File: src/evg_params.svh
// Offsets, field positions, reset values and counts for the event input guard
`ifndef EVG_PARAMS_SVH
`define EVG_PARAMS_SVH

`define EVG_EV_NUM 4
`define EVG_ALARM_NUM 6
`define EVG_FLD_W 4
`define EVG_WAIT_IN_NUM 2

`define EVG_OFS_ASSIGN 6'h00
`define EVG_OFS_LIM_HI 6'h04
`define EVG_OFS_LIM_LO 6'h08
`define EVG_OFS_SETPOINT 6'h0c
`define EVG_OFS_SCALE_HI 6'h10
`define EVG_OFS_SCALE_LO 6'h14
`define EVG_OFS_INPUT_CFG 6'h18
`define EVG_OFS_STATUS 6'h1c

`define EVG_STS_LEVEL_LSB 0
`define EVG_STS_LOCKED 4
`define EVG_STS_CWEN 5
`define EVG_STS_WAIT 6
`define EVG_STS_RUN 7
`define EVG_STS_LATCH_LSB 8

`define EVG_RST_ASSIGN 16'h0000
`define EVG_RST_SCALE_HI 16'h0064
`define EVG_RST_SCALE_LO 16'h0000
`define EVG_RST_SP 16'h0000
`define EVG_RST_CFG 16'h0000

`endif

File: src/evg_pkg.sv
// Types shared by the event input guard modules
package evg_pkg;

	typedef enum logic [3:0] {
		fn_none = 4'h0,
		setting_write_guard_fn = 4'h1,
		comms_write_guard_fn = 4'h2,
		alarm_latch_clear_fn = 4'h3,
		wait_control_fn = 4'h4
	} fn_e;

endpackage

File: src/ev_if.sv
// Synchronised event input levels and rising edges
`timescale 1ns/1ps
interface ev_if #(
	parameter int N = 4
);
	logic [N-1:0] level;
	logic [N-1:0] rise;

	modport src (output level, output rise);
	modport dst (input level, input rise);
endinterface

File: src/event_input_setting_guard.sv
// Event input function decode, setting guards and set point limiter
//
// The implementer's own choices: the Avalon-MM register port and the placing of the registers.
`timescale 1ns/1ps
`include "evg_params.svh"
module event_input_setting_guard
	import evg_pkg::*;
#(
	parameter int SP_W = 16
)
(
	input wire logic clk,
	input wire logic rstn,
	input wire logic [5:0] avs_address,
	input wire logic avs_read,
	input wire logic avs_write,
	input wire logic [31:0] avs_writedata,
	input wire logic [3:0] avs_byteenable,
	output logic [31:0] avs_readdata,
	output logic avs_waitrequest,
	input wire logic [`EVG_EV_NUM-1:0] event_in,
	input wire logic program_running,
	input wire logic [`EVG_ALARM_NUM-1:0] alarm_event,
	input wire logic comms_wr,
	input wire logic signed [SP_W-1:0] comms_sp,
	output logic signed [SP_W-1:0] setpoint,
	output logic [`EVG_ALARM_NUM-1:0] alarm_latch,
	output logic setting_locked,
	output logic comms_write_en,
	output logic wait_enable,
	output logic comms_refused
);
	localparam int EV_N = `EVG_EV_NUM;
	localparam int FW = `EVG_FLD_W;

	if (SP_W < 2 || SP_W > 32) $error("SP_W must lie in 2..32");

	function automatic logic signed [SP_W-1:0] clamp(
		input logic signed [SP_W-1:0] v,
		input logic signed [SP_W-1:0] lo,
		input logic signed [SP_W-1:0] hi
	);
		if (v > hi)
			return hi;
		else if (v < lo)
			return lo;
		else
			return v;
	endfunction

	ev_if #(.N(EV_N)) ev ();

	event_sync #(.N(EV_N)) u_sync (
		.clk(clk),
		.rstn(rstn),
		.pin(event_in),
		.ev(ev)
	);

	logic wait_q;
	logic [31:0] rdata_q;
	logic [EV_N*FW-1:0] assign_q;
	logic signed [SP_W-1:0] lim_hi_q;
	logic signed [SP_W-1:0] lim_lo_q;
	logic signed [SP_W-1:0] scale_hi_q;
	logic signed [SP_W-1:0] scale_lo_q;
	logic signed [SP_W-1:0] sp_q;
	logic [15:0] cfg_q;
	logic [`EVG_ALARM_NUM-1:0] latch_q;
	logic locked_q;
	logic cwen_q;
	logic wait_en_q;
	logic refused_q;

	// Bus decode
	wire take = (avs_read | avs_write) & wait_q;
	wire commit = avs_write & ~wait_q;
	wire sel_asg = avs_address == `EVG_OFS_ASSIGN;
	wire sel_lhi = avs_address == `EVG_OFS_LIM_HI;
	wire sel_llo = avs_address == `EVG_OFS_LIM_LO;
	wire sel_sp = avs_address == `EVG_OFS_SETPOINT;
	wire sel_shi = avs_address == `EVG_OFS_SCALE_HI;
	wire sel_slo = avs_address == `EVG_OFS_SCALE_LO;
	wire sel_cfg = avs_address == `EVG_OFS_INPUT_CFG;
	wire sel_sts = avs_address == `EVG_OFS_STATUS;

	wire [31:0] sts_w = (32'(ev.level) << `EVG_STS_LEVEL_LSB)
		| (32'(locked_q) << `EVG_STS_LOCKED)
		| (32'(cwen_q) << `EVG_STS_CWEN)
		| (32'(wait_en_q) << `EVG_STS_WAIT)
		| (32'(program_running) << `EVG_STS_RUN)
		| (32'(latch_q) << `EVG_STS_LATCH_LSB);

	// Read mux, also the old word for byte-lane merging
	wire [31:0] rdata_w = sel_asg ? 32'(assign_q)
		: sel_lhi ? 32'($unsigned(lim_hi_q))
		: sel_llo ? 32'($unsigned(lim_lo_q))
		: sel_sp ? 32'($unsigned(sp_q))
		: sel_shi ? 32'($unsigned(scale_hi_q))
		: sel_slo ? 32'($unsigned(scale_lo_q))
		: sel_cfg ? 32'(cfg_q)
		: sel_sts ? sts_w
		: 32'h0000_0000;

	wire [31:0] be_mask = {{8{avs_byteenable[3]}}, {8{avs_byteenable[2]}},
		{8{avs_byteenable[1]}}, {8{avs_byteenable[0]}}};
	wire [31:0] wmerge = (rdata_w & ~be_mask) | (avs_writedata & be_mask);
	wire signed [SP_W-1:0] wval = $signed(wmerge[SP_W-1:0]);
	wire [FW-1:0] f3_w = wmerge[2*FW +: FW];

	// Per-input function decode
	logic [EV_N-1:0] sg_v;
	logic [EV_N-1:0] cg_ok;
	logic [EV_N-1:0] lc_v;
	logic [EV_N-1:0] wt_v;
	logic [EV_N*FW-1:0] asg_new;

	genvar i;
	for (i = 0; i < EV_N; i++)
	begin : g_in
		fn_e fn_w;
		assign fn_w = fn_e'(assign_q[i*FW +: FW]);
		assign sg_v[i] = (i < 2) && fn_w == setting_write_guard_fn && ev.level[i];
		assign cg_ok[i] = fn_w != comms_write_guard_fn || ev.level[i];
		assign lc_v[i] = (i < 2) && fn_w == alarm_latch_clear_fn && ev.rise[i];
		assign wt_v[i] = (i < 2) && fn_w == wait_control_fn && ev.level[i];
		// Inputs 1 and 2 keep their old code when comms guard is written
		assign asg_new[i*FW +: FW] =
			((i < 2) && fn_e'(wmerge[i*FW +: FW]) == comms_write_guard_fn)
			? assign_q[i*FW +: FW] : wmerge[i*FW +: FW];
	end

	wire sg_on = |sg_v;
	wire lc_any = |lc_v;
	wire wt_on = |wt_v;
	wire cw_ok = &cg_ok;
	wire [EV_N-1:0] rise_w = ev.rise;

	// Set point and limiter next values
	wire wr_sp_bus = commit & sel_sp & ~locked_q;
	wire comms_take = comms_wr & cwen_q;
	wire scale_chg = commit & (sel_shi | sel_slo | sel_cfg);
	wire signed [SP_W-1:0] scale_hi_d = (commit & sel_shi) ? wval : scale_hi_q;
	wire signed [SP_W-1:0] scale_lo_d = (commit & sel_slo) ? wval : scale_lo_q;
	wire signed [SP_W-1:0] lim_hi_d = scale_chg ? scale_hi_d
		: (commit & sel_lhi) ? wval : lim_hi_q;
	wire signed [SP_W-1:0] lim_lo_d = scale_chg ? scale_lo_d
		: (commit & sel_llo) ? wval : lim_lo_q;
	wire signed [SP_W-1:0] sp_src = wr_sp_bus ? wval : comms_take ? comms_sp : sp_q;
	// Clamp against the new limits every cycle
	wire signed [SP_W-1:0] sp_d = clamp(sp_src, lim_lo_d, lim_hi_d);

	// Set wins over clear for each latch
	wire [`EVG_ALARM_NUM-1:0] latch_d = (latch_q & ~{`EVG_ALARM_NUM{lc_any}}) | alarm_event;

	always_ff @(posedge clk)
	begin
		if (!rstn)
		begin
			wait_q <= 1'b1;
			rdata_q <= 32'h0000_0000;
		end
		else
		begin
			wait_q <= ~take;
			if (take)
				rdata_q <= rdata_w;
		end
	end

	always_ff @(posedge clk)
	begin
		if (!rstn)
		begin
			assign_q <= (EV_N*FW)'(`EVG_RST_ASSIGN);
			cfg_q <= `EVG_RST_CFG;
			scale_hi_q <= $signed(SP_W'(`EVG_RST_SCALE_HI));
			scale_lo_q <= $signed(SP_W'(`EVG_RST_SCALE_LO));
		end
		else
		begin
			if (commit & sel_asg)
				assign_q <= asg_new;
			if (commit & sel_cfg)
				cfg_q <= wmerge[15:0];
			scale_hi_q <= scale_hi_d;
			scale_lo_q <= scale_lo_d;
		end
	end

	always_ff @(posedge clk)
	begin
		if (!rstn)
		begin
			lim_hi_q <= $signed(SP_W'(`EVG_RST_SCALE_HI));
			lim_lo_q <= $signed(SP_W'(`EVG_RST_SCALE_LO));
			sp_q <= $signed(SP_W'(`EVG_RST_SP));
		end
		else
		begin
			lim_hi_q <= lim_hi_d;
			lim_lo_q <= lim_lo_d;
			sp_q <= sp_d;
		end
	end

	always_ff @(posedge clk)
	begin
		if (!rstn)
		begin
			latch_q <= '0;
			locked_q <= 1'b0;
			cwen_q <= 1'b1;
			wait_en_q <= 1'b0;
			refused_q <= 1'b0;
		end
		else
		begin
			latch_q <= latch_d;
			locked_q <= sg_on;
			cwen_q <= cw_ok;
			wait_en_q <= wt_on & program_running;
			refused_q <= comms_wr & ~cwen_q;
		end
	end

	assign avs_readdata = rdata_q;
	assign avs_waitrequest = wait_q;
	assign setpoint = sp_q;
	assign alarm_latch = latch_q;
	assign setting_locked = locked_q;
	assign comms_write_en = cwen_q;
	assign wait_enable = wait_en_q;
	assign comms_refused = refused_q;
endmodule // event_input_setting_guard

File: src/event_sync.sv
// Two-stage synchroniser and rising edge detect for the event inputs
`timescale 1ns/1ps
module event_sync #(
	parameter int N = 4
)
(
	input wire logic clk,
	input wire logic rstn,
	input wire logic [N-1:0] pin,
	ev_if.src ev
);
	logic [N-1:0] meta_q;
	logic [N-1:0] sync_q;
	logic [N-1:0] prev_q;

	if (N < 1) $error("event_sync needs at least one input");

	genvar i;
	for (i = 0; i < N; i++)
	begin : g_bit
		always_ff @(posedge clk)
		begin
			if (!rstn)
			begin
				meta_q[i] <= 1'b0;
				sync_q[i] <= 1'b0;
				prev_q[i] <= 1'b0;
			end
			else
			begin
				meta_q[i] <= pin[i];
				sync_q[i] <= meta_q[i];
				prev_q[i] <= sync_q[i];
			end
		end
		assign ev.level[i] = sync_q[i];
		// One pulse per OFF-to-ON change
		assign ev.rise[i] = sync_q[i] & ~prev_q[i];
	end

endmodule // event_sync

File: config.mk
export PLATFORM = sky130hd
export DESIGN_NAME = event_input_setting_guard
export DESIGN_NICKNAME = d
export VERILOG_FILES = /design/src/evg_pkg.sv /design/src/ev_if.sv /design/src/event_input_setting_guard.sv /design/src/event_sync.sv
export VERILOG_INCLUDE_DIRS = /design/src
export SDC_FILE = /design/constraint.sdc
export NUM_CORES = 1
export LEC_CHECK = 0
export BUFFER_PORTS_ARGS = -buffer_cell sky130_fd_sc_hd__buf_2
export CAP_MARGIN = 20
export CORE_UTILIZATION = 35
export CTS_CLUSTER_DIAMETER = 80
export DETAILED_ROUTE_END_ITERATION = 7
export GPL_ROUTABILITY_DRIVEN = 0
export HOLD_SLACK_MARGIN = 0.03
export PLACE_DENSITY = 0.6
export SYNTH_ARGS = -nofsm -noshare
export SYNTH_HDL_FRONTEND = slang
export SYNTH_SLANG_ARGS = --single-unit
File: constraint.sdc
create_clock -name clk -period 5.1 [get_ports clk]
set_input_delay 1.02 -clock clk [delete_from_list [all_inputs] [get_ports clk]]
set_output_delay 1.02 -clock clk [all_outputs]
set_load 0.05 [all_outputs]
* Yosys cells after proc, flatten, opt, wreduce, memory -nomap -nowiden *
Cells that the tools add are included.

word-level totals
  bits in latches = 0
  memory bits (read-only) = 0
  bits of input ports = 74
  flip-flop bits (word level) = 165
  RAM bits = 0
  memories kept = 0

operators by class
  shift operators = 0
  divide/modulo/power cells = 0
  order comparisons = 2
  reduce and logical (&&, ||, !) cells = 17
  $mul = 0
  equality and inequality tests = 19
  bitwise gates (word level) = 39
  multiplexer cells = 18
  add/subtract/negate cells = 0

operators with widths
  kind                                                 count
  2-to-1 mux 16 bit                                    17
  AND 16 bit                                           2
  equality test 6 x 5 -> 1 bit, second input constant  4
  AND 1 bit                                            16
  equality test 4 x 2 -> 1 bit, second input constant  4
  greater-than comparator 16 bit                       1
  < comparator 16 bit                                  1
  != test 4 x 2 -> 1 bit, second input constant        4
  NOT 16 bit                                           1
  bitwise OR 16 bit                                    1
  2-to-1 mux 14 bit                                    1
  bitwise OR 8 x 14 -> 14 bit                          1
  equality test 6 x 4 -> 1 bit, second input constant  2
  equality test 4 x 1 -> 1 bit, second input constant  2
  equality test 4 x 3 -> 1 bit, second input constant  2
  NOT 1 bit                                            8
  bitwise OR 7 x 8 -> 8 bit                            1
  bitwise OR 6 x 7 -> 7 bit                            1
  AND 6 bit                                            1
  equality test 6 x 3 -> 1 bit, second input constant  1
  logical AND 1 bit                                    6
  logical NOT 6 bit                                    1
  NOT 6 bit                                            1
  bitwise OR 5 x 6 -> 6 bit                            1
  other kinds (7)                                      15

* Longest topological paths before layout *
  depth after elaboration = 20
  depth in mapped cells = 21
  mapped depth without buffers = 17

* By module *
Synthesis repeated with hierarchy kept, for this count alone.

second synthesis, totals
  cell total of the unflattened synthesis = 1,056
  area total of the unflattened synthesis = 8,725.9 µm²

modules (own cells, without submodules)
  module                     seq. area each (µm²)  times used  area an instance (µm²)  cells each
  event_input_setting_guard  2,782.7               1           8,364.3                 1,027
  event_sync                 240.2                 1           361.6                   29

* Worst setup path before layout *
Ideal clock, no wire load.

  kind = input -> register
  from = input port avs_address[0]
  to = register sp_q[0], in the netlist setpoint[0]
  setup time = 0.120 ns
  data required time = 4.980 ns
  buffers on the path = 2
  arrival time = 4.910 ns
  setup slack = 0.071 ns
  cell stages on the path = 18
  cell sequence = buf_2 or4b_1 nor3_1 buf_2 a221oi_1 a21oi_2 o21ai_1 o21ai_0 o21ai_0 ha_1 nand4_1 or3_1 a311o_1 a31o_2 and2_1 a32oi_2 nor2b_1 a211o_1

on the way
  cells in the longest elaborated chain, start to end = 16

RTL lines
  element                                        RTL line                                                            RTL
  from (decl)                                    event_input_setting_guard.sv:14                                     input wire logic [5:0] avs_address,
  equality test 6 x 5 -> 1 bit (no source line)  -
  2-to-1 mux 14 bit                              event_input_setting_guard.sv:102                                    : sel_sts ? sts_w
  2-to-1 mux 16 bit                              event_input_setting_guard.sv:101                                    : sel_cfg ? 32'(cfg_q)
  2-to-1 mux 16 bit                              event_input_setting_guard.sv:100                                    : sel_slo ? 32'($unsigned(scale_lo_q))
  2-to-1 mux 16 bit                              event_input_setting_guard.sv:99                                     : sel_shi ? 32'($unsigned(scale_hi_q))
  2-to-1 mux 16 bit                              event_input_setting_guard.sv:98                                     : sel_sp ? 32'($unsigned(sp_q))
  2-to-1 mux 16 bit                              event_input_setting_guard.sv:97                                     : sel_llo ? 32'($unsigned(lim_lo_q))
  2-to-1 mux 16 bit                              event_input_setting_guard.sv:96                                     : sel_lhi ? 32'($unsigned(lim_hi_q))
  2-to-1 mux 16 bit                              event_input_setting_guard.sv:95                                     wire [31:0] rdata_w = sel_asg ? 32'(assign_q)
  AND 16 bit                                     event_input_setting_guard.sv:107                                    wire [31:0] wmerge = (rdata_w & ~be_mask) | (avs_writedata & be_mask);
  bitwise OR 16 bit                              event_input_setting_guard.sv:107
  2-to-1 mux 16 bit (on tied branches)           event_input_setting_guard.sv:148, event_input_setting_guard.sv:144
  2-to-1 mux 16 bit                              event_input_setting_guard.sv:147                                    wire signed [SP_W-1:0] lim_lo_d = scale_chg ? scale_lo_d
  < comparator 16 bit                            event_input_setting_guard.sv:45                                     else if (v < lo)
  2-to-1 mux 16 bit                              event_input_setting_guard.sv:45
  2-to-1 mux 16 bit *                            event_input_setting_guard.sv:43                                     if (v > hi)
  to (signal assigned)                           event_input_setting_guard.sv:197                                    sp_q <= $signed(SP_W'(`EVG_RST_SP));
  to (signal assigned)                           event_input_setting_guard.sv:203                                    sp_q <= sp_d;
  to (decl)                                      event_input_setting_guard.sv:67                                     logic signed [SP_W-1:0] sp_q;

Mark *: on every way between the ends. The rest lies on a longest branch, timed or not.
A chain may end at the register's enable or synchronous reset.

* Final worst setup path *
  from = input port avs_address[1]
  to = register sp_q[13], in the netlist setpoint[13]

Same word-level chain as after synthesis.

==> qor.yml <==
rows: 57
max_freq_mhz: 204
wl_um: 33700
slowest_delay_ns: 0.57
cts.sinks: 149
cp-start-kind: "primary input"
port_buffers: 98
dp_cells: 1682
drc_errors: 0
cts_tree: "built"
dieArea_um2: 25800
utilization: 0.469
worstHoldEndpoint: "u_sync.ev.level[2]"
dp_hpwl_um: 26300
fin_crit_ns: 4.91
async_flop_share: 0
placeableCoreArea_um2: 24500
timing.final.ws_setup_ns: 0.191
start_util: 0.360
drt_first_pass_iters: 6
htree_num_levels: 4
crit_fanout: 10
drive_gt1_frac: 0.270
hold_viol_final: 0
reg2reg_depth: 16
end_kind: "flip-flop"
grt_pass1_vias: 8823
finalSetupViolCount: 0
via_per_inst: 5.59
ys_seq_area_frac: 0.339
design_area_um2: 11500
clk_latency_ns: 0.44
outcome: "complete, no violations"
yosysWarnings: 0
pre_cts_slack_ns: -0.410
skew_ns: 0.00947
cts.path.max_buffers: 2
r2r_end: "setpoint[0]"
vias: 9603
netlist_instances: 1154
crit_slowest_cell: "or4b_1"
criticalPathCategory: "primary input to flip-flop"
dpl_cell_area_um2: 10800
hold_buffers: 0
chipHeight_um: 161
hold_class: "flip-flop to flip-flop"
num_antenna_cells: 0
power_mw: 3.02
critPathRequiredTime_ns: 5.42
grt_pass1_wl_um: 51200
finalMaxSlewViolations: 0
min_path_cells: 1
maxCapViolations: 0
fin_tns_setup_ns: 0
pwr_density_cell_nw_per_um2: 263
layout_commonest_cell: "nor2_1"
grtUsageTotal: 0.260
max_slew.worst_pin.slew_ns: 0.939
regToRegSetupSlack_ns: 0.81
holdWs_ns: 0.433
clk_pin_slew_ns: 0.07
period_share: 0.963
avgRoutedWirePerCell_um: 19.6
cp_data_arrival_time_ns: 5.23
grt_max_degree: 42
drt_iter0_markers: 1025
synth-seq-cells: 149
slew_headroom: 0.373
fin_nets: 1486
synth_ff_type: "dfxtp_1"
yosys.cell_types.count: 80
crit_family: "compound AO/OA/AOI/OAI gates"
layout.cells.non_filler: 1718
ios: 133
area_growth_pct: 30.5
cts_buffers: 17
crit_buf_inv: 4
clockRootBuffer: "clkbuf_16"
max-vdd-ir-drop_v: 0.000160
final_cell_mix: "nor2_1 (204), buf_4 (180), dfxtp_1 (149)"
power_leakage_nw: 4.70
gr-total-overflow: 0
syn_area_per_cell_um2: 7.63
dieWidth_um: 161
worstHoldStart: "u_sync.meta_q[2]"
syn_area_um2: 8800
synth_edf_count: 0
r2r_start: "avs_waitrequest"
worstPathCellList: "buf_2 -> or4b_1 -> nor3_2 -> a211oi_1 -> a31o_2 -> a21boi_1 -> buf_4 -> o31a_1 -> ha_1 -> a21o_1 -> a21o_1 -> a2111oi_0 -> buf_4 -> o21bai_1 -> nor2_2 -> nand2_4 -> a31oi_4 -> buf_12 -> o221ai_2"
antenna_found_initial: 0
ant_nets: 0
-- area by class of cell --
cell class	instances	area, um2
fill	2422	13000
multi-input combinational	888	5350
sequential	149	2980
timing repair buffer	288	2020
clock buffer	18	439
tap	324	405
clock inverter	14	141
inverter	37	139
-- metal layers --
layer | GRT usage | wire length (um) | share of wire
met1 | 0.358 | 15100 | 0.45
met3 | 0.0442 | 2810 | 0.083
met2 | 0.403 | 14600 | 0.44
met5 | 0 | 0 | 0
met4 | 0.103 | 1120 | 0.033
-- sequential cells by signal (all words and copies together), names as in the netlist --
register	flops
scale_lo_q	16
setpoint	16
lim_lo_q	16
avs_waitrequest	1
comms_refused	1
assign_q	16
u_sync.ev.level	4
avs_readdata	16
cfg_q	16
comms_write_en	1
alarm_latch	6
lim_hi_q	16
setting_locked	1
u_sync.prev_q	2
u_sync.meta_q	4
wait_enable	1
scale_hi_q	16
-- repair_timing --
action                     4_1_cts  5_1_grt
setup endpoints to repair        0       16
setup buffers                    0        4
resized for setup                0       29
-- Yosys cell counts (all sizes together) (15+ instances only) --
library cell    n  area, um2
nand4          15       93.8
o221ai         16        203
nor2          211        800
nand3          23        115
a21oi         100        504
and2           15       93.8
nand2         122        465
ha             31        388
o21a           27        203
a32oi          23        209
inv            37        139
o21ai          41        205
buf            35        228
nor3           35        190
o211ai         19        143
dfxtp         149       2980
clkbuf         60        225
nand2b         18        113
-- kinds of logic (layout without fill, tap and decap cells) --
group	Yosys count	count (layout)	synth area share
other	1	16	0.000426
and+or+nand+nor	500	500	0.267
DFF	149	149	0.339
adders and majority gates	31	31	0.0441
muxes	9	9	0.0104
AOI/OAI and AO/OA	332	332	0.272
buffers and inverters	132	357	0.0672
-- worst register-to-register path, delay by kind of cell, from the launching register on --
kind	cells	cell delay [ns]
AO/OA/AOI/OAI	6	1.52
adder cells (fa/ha/maj)	1	0.33
AND/OR/NAND/NOR	6	1.36
buffers and inverters	3	0.56
flip-flops	1	0.40
-- worst max path at each step --
| stage | slack (ns) | depth (start not counted) | from | endpoint |
|---|---|---|---|---|
| 6_report | 0.19 | 19 | avs_address[1] | setpoint[13] |
| 5_1_grt | -0.02 | 23 | avs_address[5] | setpoint[1] |
| 4_1_cts | 0.04 | 18 | avs_address[1] | setpoint[0] |
| 3_5_place_dp | -0.41 | 18 | avs_address[1] | setpoint[0] |
| 3_3_place_gp | -0.35 | 20 | avs_address[1] | setpoint[0] |
| 2_1_floorplan | 0.07 | 18 | avs_address[0] | setpoint[0] |
-- power by group --
group	switching, mW	total (mW)	internal (mW)
Sequential	0.0236	1.21	1.19
Combinational	0.348	0.542	0.194
Clock	0.567	1.27	0.699
Power figures use the tool's default switching activity.
